## src/logic/spmsp_pkg.sv

```systemverilog
// package: register map, field positions and constants for the serial port
package spmsp_pkg;
   // ********************************************************
   // register map (index = printed offset, byte addr = 4*idx)
   // ********************************************************
   localparam logic [7:0] CTRL_IDX = 8'h2C;
   localparam logic [7:0] STAT_IDX = 8'h2D;
   localparam logic [7:0] DATA_IDX = 8'h2E;
   localparam logic [7:0] INTACK_IDX = 8'h2F;
   localparam logic [7:0] PINCFG_IDX = 8'h30;
   localparam logic [7:0] CTRL_RESET = 8'h00;
   localparam logic [7:0] STAT_RESET = 8'h00;
   localparam logic [7:0] PINCFG_RESET = 8'h00;
   // ********************************************************
   // control bit positions
   // ********************************************************
   localparam int CTL_IRQEN = 7;
   localparam int CTL_PEN = 6;
   localparam int CTL_LSBF = 5;
   localparam int CTL_MASTER_SELECT_BIT = 4;
   localparam int CTL_CLOCK_POLARITY_BIT = 3;
   localparam int CTL_CLOCK_PHASE_BIT = 2;
   localparam int CTL_RHI = 1;
   localparam int CTL_RLO = 0;
   // ********************************************************
   // status and pin-config bit positions
   // ********************************************************
   localparam int STS_DONE = 7;
   localparam int STS_WRITE_COLLISION_FLAG = 6;
   localparam int STS_DBL = 0;
   localparam int PIN_MISO_OE = 0;
   localparam int PIN_SS_OUT = 1;
   localparam int PIN_SS_VAL = 2;
   localparam int PIN_MOSI_OE = 3;
   localparam int PIN_SCK_OE = 4;
   localparam logic [3:0] BITS_PER_BYTE = 4'd8;
   // ********************************************************
   // master state machine
   // ********************************************************
   typedef enum logic [2:0] {
      ST_IDLE = 3'b001,
      ST_LEAD = 3'b010,
      ST_TRAIL = 3'b100
   } spmsp_state_t;
endpackage : spmsp_pkg

```

## src/logic/spmsp_port.sv

```systemverilog
// serial peripheral port, master or slave, with Avalon-MM register slave
`timescale 1ns/10ps
`default_nettype none
module spmsp_port
   import spmsp_pkg::*;
(
   input  wire logic        core_clk,    // system clock, 25 MHz
   input  wire logic        rst_n,       // async reset, active low
   input  wire logic [9:0]  address,     // avalon byte address
   input  wire logic        read,        // avalon read strobe
   input  wire logic        write,       // avalon write strobe
   input  wire logic [3:0]  byteenable,  // avalon byte lanes
   input  wire logic [31:0] writedata,   // avalon write data
   output logic      [31:0] readdata,    // avalon read data
   output logic             waitrequest, // avalon stall
   input  wire logic        globalIrqEn, // cpu global interrupt enable
   input  wire logic        vectorTaken, // pulse: interrupt vector taken
   output logic             irq,         // interrupt request
   input  wire logic        sckIn,       // clock pin input
   output logic             sckOut,      // clock pin output
   output logic             sckOe_n,     // clock pin enable, low drives
   input  wire logic        mosiIn,      // mosi pin input
   output logic             mosiOut,     // mosi pin output
   output logic             mosiOe_n,    // mosi enable, low drives
   input  wire logic        misoIn,      // miso pin input
   output logic             misoOut,     // miso pin output
   output logic             misoOe_n,    // miso enable, low drives
   input  wire logic        ssIn,        // select pin input
   output logic             ssOut,       // select pin output
   output logic             ssOe_n       // select enable, low drives
);
   // ********************************************************
   // declarations
   // ********************************************************
   logic [7:0]   ctrl_r, pinCfg_r, shift_r, rxBuf_r;
   logic         dbl_r, done_r, write_collision_flag_r, armed_r, ackPend_r;
   logic [3:0]   bitCnt_r;
   logic [6:0]   div_r;
   spmsp_state_t state_r;
   logic         sckPrev_r, sckLvl_r, inBit_r;
   logic         busy, masterMode, slaveSel, sckEdge, leadEdge;
   logic         sampleEdge, shiftEdge, lastTrail, doneEvt, demote;
   logic         rdHit, wrHit, dataAcc, ctrlWr, statRd;
   logic         masterTick, slaveDone;
   logic [6:0]   halfDiv;
   logic [7:0]   idx;
   logic         nextOut;

   // first bit to shift out given order
   function automatic logic outBit(input logic [7:0] v, input logic lsbf);
      outBit = lsbf ? v[0] : v[7];
   endfunction : outBit

   // shift one received bit in at the far end
   function automatic logic [7:0] shiftIn(input logic [7:0] v,
                                          input logic lsbf, input logic b);
      shiftIn = lsbf ? {b, v[7:1]} : {v[6:0], b};
   endfunction : shiftIn

   // ********************************************************
   // bus decode; one-cycle answer, no stall needed
   // ********************************************************
   assign waitrequest = 1'b0;
   assign idx     = address[9:2];
   assign rdHit   = read;
   assign wrHit   = write & byteenable[0];
   assign dataAcc = (rdHit | wrHit) & (idx == DATA_IDX);
   assign ctrlWr  = wrHit & (idx == CTRL_IDX);
   assign statRd  = rdHit & (idx == STAT_IDX);

   // read mux, unmapped reads zero
   always_comb begin
      readdata = 32'h0000_0000;
      unique case (idx)
         CTRL_IDX:   readdata[7:0] = ctrl_r;
         STAT_IDX:   readdata[7:0] = {done_r, write_collision_flag_r, 5'b0_0000, dbl_r};
         DATA_IDX:   readdata[7:0] = rxBuf_r;
         PINCFG_IDX: readdata[7:0] = pinCfg_r;
         default:    readdata = 32'h0000_0000;
      endcase
   end

   // ********************************************************
   // mode and pin control
   // ********************************************************
   assign masterMode = ctrl_r[CTL_PEN] & ctrl_r[CTL_MASTER_SELECT_BIT];
   assign slaveSel   = ctrl_r[CTL_PEN] & ~ctrl_r[CTL_MASTER_SELECT_BIT] & ~ssIn;
   // select as input pulled low while master steals the bus
   assign demote = masterMode & ~pinCfg_r[PIN_SS_OUT] & ~ssIn;
   assign busy   = (state_r != ST_IDLE) | (slaveSel & bitCnt_r != 4'd0);

   assign sckOut   = masterMode ? sckLvl_r : ctrl_r[CTL_CLOCK_POLARITY_BIT];
   assign sckOe_n  = ~(masterMode & pinCfg_r[PIN_SCK_OE]);
   assign mosiOut  = outBit(shift_r, ctrl_r[CTL_LSBF]);
   assign mosiOe_n = ~(masterMode & pinCfg_r[PIN_MOSI_OE]);
   assign misoOut  = outBit(shift_r, ctrl_r[CTL_LSBF]);
   // slave drives miso only when selected and allowed
   assign misoOe_n = ~(slaveSel & pinCfg_r[PIN_MISO_OE]);
   // select as output is a plain port pin, driven only while enabled in master mode
   assign ssOut  = pinCfg_r[PIN_SS_VAL];
   assign ssOe_n = ~(ctrl_r[CTL_PEN] & ctrl_r[CTL_MASTER_SELECT_BIT]
                     & pinCfg_r[PIN_SS_OUT]);
   assign irq = done_r & ctrl_r[CTL_IRQEN] & globalIrqEn;

   // ********************************************************
   // rate select: half-period in system clocks minus one
   // ********************************************************
   always_comb begin
      unique case ({dbl_r, ctrl_r[CTL_RHI], ctrl_r[CTL_RLO]})
         3'b000: halfDiv = 7'd1;
         3'b001: halfDiv = 7'd7;
         3'b010: halfDiv = 7'd31;
         3'b011: halfDiv = 7'd63;
         3'b100: halfDiv = 7'd0;
         3'b101: halfDiv = 7'd3;
         3'b110: halfDiv = 7'd15;
         3'b111: halfDiv = 7'd31;
      endcase
   end
   assign masterTick = (div_r == halfDiv);

   // ********************************************************
   // slave clock edge detect; pins are taken as synchronous
   // ********************************************************
   assign sckEdge    = sckIn ^ sckPrev_r;
   assign leadEdge   = sckIn ^ ctrl_r[CTL_CLOCK_POLARITY_BIT];
   // sample on leading when phase 0, on trailing when phase 1
   assign sampleEdge = sckEdge & (leadEdge ^ ctrl_r[CTL_CLOCK_PHASE_BIT]);
   assign shiftEdge  = sckEdge & ~(leadEdge ^ ctrl_r[CTL_CLOCK_PHASE_BIT]);
   assign slaveDone  = slaveSel & sampleEdge & (bitCnt_r == 4'd7);
   // phase 1 samples on trailing, so its last trailing comes one count early
   assign lastTrail  = ctrl_r[CTL_CLOCK_PHASE_BIT] ? (bitCnt_r == BITS_PER_BYTE - 4'd1)
                                        : (bitCnt_r == BITS_PER_BYTE);

   always_ff @(posedge core_clk or negedge rst_n) begin
      if (!rst_n) begin
         sckPrev_r <= 1'b0;
      end else begin
         sckPrev_r <= sckIn;
      end
   end

   // ********************************************************
   // master sequencer and clock generator
   // ********************************************************
   always_ff @(posedge core_clk or negedge rst_n) begin
      if (!rst_n) begin
         state_r  <= ST_IDLE;
         div_r    <= 7'd0;
         sckLvl_r <= 1'b0;
      end else if (!masterMode || demote) begin
         state_r  <= ST_IDLE;
         div_r    <= 7'd0;
         sckLvl_r <= ctrl_r[CTL_CLOCK_POLARITY_BIT];
      end else begin
         unique case (state_r)
            ST_IDLE: begin
               sckLvl_r <= ctrl_r[CTL_CLOCK_POLARITY_BIT];
               div_r    <= 7'd0;
               if (wrHit && idx == DATA_IDX) state_r <= ST_LEAD;
            end
            ST_LEAD: begin
               div_r <= masterTick ? 7'd0 : div_r + 7'd1;
               if (masterTick) begin
                  sckLvl_r <= ~ctrl_r[CTL_CLOCK_POLARITY_BIT];
                  state_r  <= ST_TRAIL;
               end
            end
            ST_TRAIL: begin
               div_r <= masterTick ? 7'd0 : div_r + 7'd1;
               if (masterTick) begin
                  sckLvl_r <= ctrl_r[CTL_CLOCK_POLARITY_BIT];
                  // stop after the eighth trailing edge
                  state_r <= lastTrail ? ST_IDLE : ST_LEAD;
               end
            end
         endcase
      end
   end

   // ********************************************************
   // shift register and bit counter, both roles
   // ********************************************************
   always_ff @(posedge core_clk or negedge rst_n) begin
      if (!rst_n) begin
         shift_r  <= 8'h00;
         bitCnt_r <= 4'd0;
         inBit_r  <= 1'b0;
      end else if (masterMode && !demote) begin
         if (state_r == ST_IDLE) begin
            bitCnt_r <= 4'd0;
            if (wrHit && idx == DATA_IDX) shift_r <= writedata[7:0];
         end else if (masterTick) begin
            if ((state_r == ST_LEAD) ^ ctrl_r[CTL_CLOCK_PHASE_BIT]) begin
               inBit_r  <= misoIn;
               bitCnt_r <= bitCnt_r + 4'd1;
            end else if (bitCnt_r != 4'd0) begin
               // mosi moves only on the setup edge, never while sampled
               shift_r <= shiftIn(shift_r, ctrl_r[CTL_LSBF], inBit_r);
            end
         end
      end else if (!slaveSel) begin
         // deselect or disable drops partial byte
         bitCnt_r <= 4'd0;
         if (wrHit && idx == DATA_IDX && ctrl_r[CTL_PEN])
            shift_r <= writedata[7:0];
      end else begin
         if (sampleEdge) begin
            inBit_r  <= mosiIn;
            bitCnt_r <= (bitCnt_r == 4'd7) ? 4'd0 : bitCnt_r + 4'd1;
         end else if (shiftEdge && bitCnt_r != 4'd0)
            shift_r <= shiftIn(shift_r, ctrl_r[CTL_LSBF], inBit_r);
         // colliding write leaves the live byte alone
         if (wrHit && idx == DATA_IDX && !busy && !sampleEdge)
            shift_r <= writedata[7:0];
      end
   end

   // ********************************************************
   // receive buffer: overwritten on each completed byte
   // ********************************************************
   assign doneEvt = (masterMode & ~demote & state_r == ST_TRAIL & masterTick
                     & lastTrail) | slaveDone;
   always_ff @(posedge core_clk or negedge rst_n) begin
      if (!rst_n) begin
         rxBuf_r <= 8'h00;
      end else if (doneEvt) begin
         // unread byte is simply lost, no overrun flag
         rxBuf_r <= slaveDone && !ctrl_r[CTL_CLOCK_PHASE_BIT]
                    ? shiftIn(shift_r, ctrl_r[CTL_LSBF], mosiIn)
                    : (masterMode && !ctrl_r[CTL_CLOCK_PHASE_BIT]
                       ? shiftIn(shift_r, ctrl_r[CTL_LSBF], inBit_r)
                       : (slaveDone
                          ? shiftIn(shift_r, ctrl_r[CTL_LSBF], mosiIn)
                          : shiftIn(shift_r, ctrl_r[CTL_LSBF],
                                    misoIn)));
      end
   end

   // ********************************************************
   // control register, with hardware demotion
   // ********************************************************
   always_ff @(posedge core_clk or negedge rst_n) begin
      if (!rst_n) begin
         ctrl_r   <= CTRL_RESET;
         pinCfg_r <= PINCFG_RESET;
         dbl_r    <= 1'b0;
      end else begin
         if (ctrlWr) ctrl_r <= writedata[7:0];
         // demotion wins over a same-cycle write
         if (demote) ctrl_r[CTL_MASTER_SELECT_BIT] <= 1'b0;
         if (wrHit && idx == STAT_IDX) dbl_r <= writedata[STS_DBL];
         if (wrHit && idx == PINCFG_IDX) pinCfg_r <= writedata[7:0];
      end
   end

   // ********************************************************
   // flags: status read arms, data access clears, set wins
   // ********************************************************
   always_ff @(posedge core_clk or negedge rst_n) begin
      if (!rst_n) begin
         done_r    <= 1'b0;
         write_collision_flag_r    <= 1'b0;
         armed_r   <= 1'b0;
         ackPend_r <= 1'b0;
      end else begin
         if (statRd) armed_r <= done_r | write_collision_flag_r;
         else if (dataAcc) armed_r <= 1'b0;
         ackPend_r <= 1'b0;
         if ((dataAcc && armed_r) || vectorTaken) done_r <= 1'b0;
         if (dataAcc && armed_r) write_collision_flag_r <= 1'b0;
         if (doneEvt || demote) done_r <= 1'b1;
         if (wrHit && idx == DATA_IDX && busy)
            write_collision_flag_r <= 1'b1;
      end
   end
endmodule : spmsp_port
`default_nettype wire

```

## config.mk

```make
export PLATFORM = sky130hd
export DESIGN_NAME = spmsp_port
export DESIGN_NICKNAME = d
export VERILOG_FILES = /design/src/logic/spmsp_pkg.sv /design/src/logic/spmsp_port.sv
export SDC_FILE = /design/constraint.sdc
export NUM_CORES = 1
export LEC_CHECK = 0
export ABC_AREA = 1
export BUFFER_PORTS_ARGS = -buffer_cell sky130_fd_sc_hd__buf_2
export CAP_MARGIN = 15
export CORE_UTILIZATION = 43
export DETAILED_ROUTE_END_ITERATION = 16
export HOLD_SLACK_MARGIN = 0.12
export PLACE_DENSITY = 0.73
export SETUP_SLACK_MARGIN = 0.3
export SYNTH_ARGS = -nofsm -noshare
export SYNTH_HDL_FRONTEND = slang
export SYNTH_SLANG_ARGS = --single-unit
```

## constraint.sdc

```tcl
create_clock -name core_clk -period 1.7 [get_ports core_clk]
set_input_delay 0.255 -clock core_clk [delete_from_list [all_inputs] [get_ports core_clk]]
set_output_delay 0.255 -clock core_clk [all_outputs]
set_load 0.05 [all_outputs]
```

; ---- Word level (Yosys, flattened, before mapping)
; Memory sizes are Yosys's and may differ from the RTL's.
; Cells that the tools add are included.
[totals]
ff_bits = 53
inputBits = 56
output_inout_bits = 42
n_memories = 1
rom_bits = 48
wordCells = 174
[op_classes]
add_sub_neg = 2
n_eq_ne = 25
n_reduce_logical = 34
n_bitwise = 42
n_mux = 55
[mem_list]
columns = name, words, word_bits, rd, rd_ports_with_merged_regs, wr, line_no
row1 = (name not given), 8, 6, 1, 0, 0, spmsp_port.sv:109  ; unique case ({dbl_r, ctrl_r[CTL_RHI], ctrl_r[CTL_RLO]})
[op_table]
columns = op, n
row1 = two-way mux 8 bit, 17
row2 = "== test 8 x 6 -> 1 bit, second input constant", 4
row3 = one-hot mux 8 bit (4 select lines), 1
row4 = two-way mux 4 bit, 7
row5 = AND 1 bit, 24
row6 = two-way mux 1 bit, 19
row7 = two-way mux 7 bit, 2
row8 = one-hot mux 7 bit (2 select lines), 1
row9 = logical AND 1 bit, 12
row10 = two-way mux 3 bit, 4
row11 = "!= test 3 x 1 -> 1 bit, second input constant", 4
row12 = nonzero test 2 bit, 6
row13 = NOT 1 bit, 10
row14 = "!= test 3 x 2 -> 1 bit, second input constant", 3
row15 = "!= test 3 bit, second input constant", 3
row16 = one-hot mux 3 bit (3 select lines), 1
row17 = "adder 7 x 1 -> 7 bit, second input constant", 1
row18 = == test 7 bit, 1
row19 = AND reduction 7 bit, 1
row20 = AND reduction 3 bit, 2
row21 = zero test 1 bit, 5
row22 = two-way mux 5 bit, 1
row23 = AND reduction 5 bit, 1
row24 = "adder 4 x 1 -> 4 bit, second input constant", 1
row25 = other kinds (18), 27

; ---- Logic depth before layout (Yosys ltp)
[logic_depth]
ltp_word = 11
mapped_depth = 12
ltp_nobuf = 12

; ---- Worst setup path before layout
; OpenSTA, ideal clock, no wires.
[synth_timing]
path_type = reg-to-output
start = register ctrl_r[5]
end = output port mosiOut
arrival_time_ns = 2.257
setup_slack_ns = -0.812
n_path_buf = 3
t_required_ns = 1.445
path_stages_with_launch = 5
path_cell_list = dfrtp_1 -> clkbuf_1 -> clkbuf_1 -> o21ai_0 -> buf_4
[synth_via]
elab_chain_len = 1
[synth_lines]
columns = item, line_no
row1 = from (decl), spmsp_port.sv:35  ; logic [7:0] ctrl_r, pinCfg_r, shift_r, rxBuf_r;
row2 = from (signal assigned), spmsp_port.sv:249  ; if (ctrlWr) ctrl_r <= writedata[7:0];
row3 = two-way mux 1 bit, -
row4 = to (decl), spmsp_port.sv:23  ; output logic mosiOut,
; No other way between the ends.

; ---- Worst setup path after layout
[layout_timing]
start = register ctrl_r[0]
end = output port readdata[0]
[layout_via]
elab_chain_len = 1
[layout_lines]
columns = item, line_no
row1 = one-hot mux 8 bit (4 select lines), spmsp_port.sv:74  ; unique case (idx)
row2 = to (decl), spmsp_port.sv:14  ; output logic [31:0] readdata,
; No other way between the ends.

==> run summary <==
number of flops mapped to enable cells by yosys - 0
antenna violations before repair - 0
area of the die - 0.008724 mm^2
data required time at the worst endpoint - 1.44 ns
highest clock rate - 0.5735 GHz
worst-case register-to-register setup slack - -0.04 ns
number of pins exceeding their max-slew limit in the final report - 0
library cell occupying the most area in the post-synthesis netlist - sky130_fd_sc_hd__dfrtp_1
routed len/inst - 15.25 um
initial standard-cell utilization of the core - 45.54%
leakage - 2.725 nW
Final HPWL DP - 7.082 mm
most repeated library cell on the critical path - sky130_fd_sc_hd__buf_6
synthesized cell area - 0.003592 mm^2
type of the worst setup path - flop to output pin
proportion of netlist area held by the largest area contributor - 36.22%
number of nets in the finished design - 682
CTS Root Buffer Type - sky130_fd_sc_hd__clkbuf_8
proportion of synthesized flip-flops having asynchronous set or reset - 100.0%
violated checks - negative setup slack
fraction of final layout cells with drive strength greater than 1 - 46.31%
number of distinct standard cells referenced by the synthesized netlist - 42
Final min period - 1.744 ns
synth-to-layout area growth - 50.57%
pwr/cell area - 479.6 mW/mm^2
RD Place Congestion - 0.9102
average via count per standard cell - 5.171
Clk Latency, worst-skew pair - 0.31 ns
arrival time reported for the critical path endpoint - 1.49 ns
number of rows in the core area - 32
total track usage - 24.75%
pin count of the biggest net entering global routing - 28
count of inserted antenna diode cells - 0
Initial DRC Count - 267
endpoints failing setup - 18
number of max-capacitance violations reported - 0
Final Hold Viols - 0
remaining antenna violation count after routing - 0
largest vdd supply drop - 0.3852 mV
flip-flop and latch count after synthesis - 53
Clock H-tree levels - 2
final routed wirelength across all metal layers - 11.07 mm
number of port buffers - 43
cell chain of the critical path - inv_4 > buf_12 > buf_6 > o2111ai_4 > buf_6
final clock period utilization by the worst path - 102.6%
yosys warns - 0
Slowest Stage Delay on Critical Path - 0.50 ns
ports placed on the boundary - 98
first-pass GRT wire length - 16.84 mm
Initial DRT Pass Iterations - 5
result of the run - finished, violations left
startpoint kind of the worst setup timing path - flop
largest fanout of any net on the critical path - 8
clock buffers created by TritonCTS - 5
Finished Core Util - 68.58%
main flop type after synthesis - sky130_fd_sc_hd__dfrtp_1
vias in the first global route - 3,537
endpoint type of the worst setup path - output pin
overflow left after global routing - 0
CTS clk-pin slew, worst paths - 0.11 ns
cell with the largest stage delay on the worst path - sky130_fd_sc_hd__dfrtp_2
RSZ-0062 raised after global routing - true
Die Span Y - 93.40 um
worst min path class - input port to flop
number of instances in the synthesized netlist - 502
DRC viols - 0
Die W - 93.40 um
most area-consuming cells after synthesis - sky130_fd_sc_hd__dfrtp_1, sky130_fd_sc_hd__nand2_1, sky130_fd_sc_hd__inv_1, sky130_fd_sc_hd__buf_4, sky130_fd_sc_hd__nand3_1
buffer depth of the longest clock path - 2
final setup slack of the worst path - -0.04361 ns
standard cell core area - 0.007888 mm^2
total chip power - 2.594 mW
sequential element share of the synthesized area - 36.96%
detailed-route via count - 3,754
Synth Area per Inst - 7.156 um^2
TritonCTS clock tree - built
sinks on the clock net - 53
clk_skew - 0.008974 ns
[layout by cell type, fill, tap and decap left out, types with 16 or more instances in the layout]
cell type                 Yosys  final
sky130_fd_sc_hd__nand2_1    157    117
sky130_fd_sc_hd__buf_4       27     56
sky130_fd_sc_hd__inv_1       58     46
sky130_fd_sc_hd__dfrtp_1     52     44
sky130_fd_sc_hd__buf_6        2     33
sky130_fd_sc_hd__nand2_2      6     30
sky130_fd_sc_hd__o21ai_0     35     27
sky130_fd_sc_hd__conb_1       1     25
sky130_fd_sc_hd__nand3_2      4     22
sky130_fd_sc_hd__buf_2        2     21
sky130_fd_sc_hd__nand3_1     40     18
sky130_fd_sc_hd__nand2_4      3     18
sky130_fd_sc_hd__inv_2       11     16
[synth_stat cells (all sizes together) (2+ instances only)]
master and n:
a21oi 10, a22oi 2, buf 31, clkbuf 4, clkinv 3, dfrtp 52, ha 3, inv 69
nand2 166, nand3 44, nand4 10, nor2 32, nor3 7, o2111ai 4, o211ai 8, o21ai 44
xor2 5
[routing by layer]
layer  share of wire (%)  global-route usage, %  wire (um)  up-vias
li1                    -                      -          -     1797
met1                  42                  32.43       4614     1831
met2                  53                  43.14       5836      114
met3                 4.6                  3.252        508       12
met4                 1.0                  5.897        114        0
met5                   0                      0          0        -
[layout make-up]
| type | instances | area [um^2] |
|---|---|---|
| tap | 102 | 127.6 |
| timing repair buffer | 123 | 1095 |
| clock inverter | 3 | 21.27 |
| fill | 571 | 2479 |
| multi-input combinational | 366 | 2420 |
| sequential | 53 | 1338 |
| timing repair inverter | 2 | 16.27 |
| inverter | 72 | 322.8 |
| clock buffer | 5 | 68.82 |
[report_power, final]
| group | switching [mW] | internal, mW |
|---|---|---|
| Sequential | 0.0313 | 1.29 |
| Combinational | 0.347 | 0.164 |
| Clock | 0.468 | 0.294 |
[path summary, 6_finish.rpt]
path | from | to | cells after the start
min in group asynchronous | rst_n | armed_r$_DFFE_PN0P_ | 2
max in group asynchronous | rst_n | state_r[0]$_DFFE_PN1P_ | 3
max reg2reg | bitCnt_r[0]$_DFFE_PN0P_ | shift_r[6]$_DFFE_PN0P_ | 13
min reg2reg | shift_r[6]$_DFFE_PN0P_ | shift_r[6]$_DFFE_PN0P_ | 2
min | writedata[0] | dbl_r$_DFFE_PN0P_ | 3
max | ctrl_r[0]$_DFFE_PN0P_ | readdata[0] | 5
[metrics by stage]
stage	instances	TNS [ns]	area (um^2)	worst slack [ns]	hold WS (ns)
detailed placement	679	-1.407	4303	-0.1043	0.1996
floorplan	526	0	3882	0.03984	-0.04059
global route	726	-2.548	5409	-0.1712	0.2360
finish	726	-0.5139	5409	-0.04361	0.2088
CTS	711	-0.4720	4974	-0.07404	0.1985
global placement	679	-0.5439	4303	-0.05465	0.1965
[cells by family (layout without fill, tap and decap cells)]
kind of cell    Yosys count  in the layout  share of synthesized area [%]
simple gates            262            262                          33.58
fa+ha+maj                 3              3                          1.045
xor+xnor                  6              6                          1.463
flops                    53             53                          36.96
compound gates           70             70                          12.33
buf+inv                 107            205                          14.52
other cells               1             25                         0.1044
[worst max-delay path: cells and delay by family (launching register included)]
family	cells	cell delay, ns
flip-flops	1	0.50
AO/OA/AOI/OAI	1	0.18
buffers and inverters	4	0.50
[registers in the layout, summed over array words and instances (netlist names)]
name / count
write_collision_flag_r: 1
pinCfg_r: 8
done_r: 1
armed_r: 1
div_r: 7
sckPrev_r: 1
shift_r: 8
sckLvl_r: 1
rxBuf_r: 8
bitCnt_r: 4
ctrl_r: 8
state_r: 3
dbl_r: 1
inBit_r: 1
[what timing repair did]
item	CTS	global route
resized for setup	117	82
pin swaps	37	28
buffers inserted	20	14
hold buffers	2	0
endpoints found under the setup margin	49	50
cloned	2	1
endpoints found under the hold margin	14	0
No activity file was read; power rests on OpenSTA's default activity.
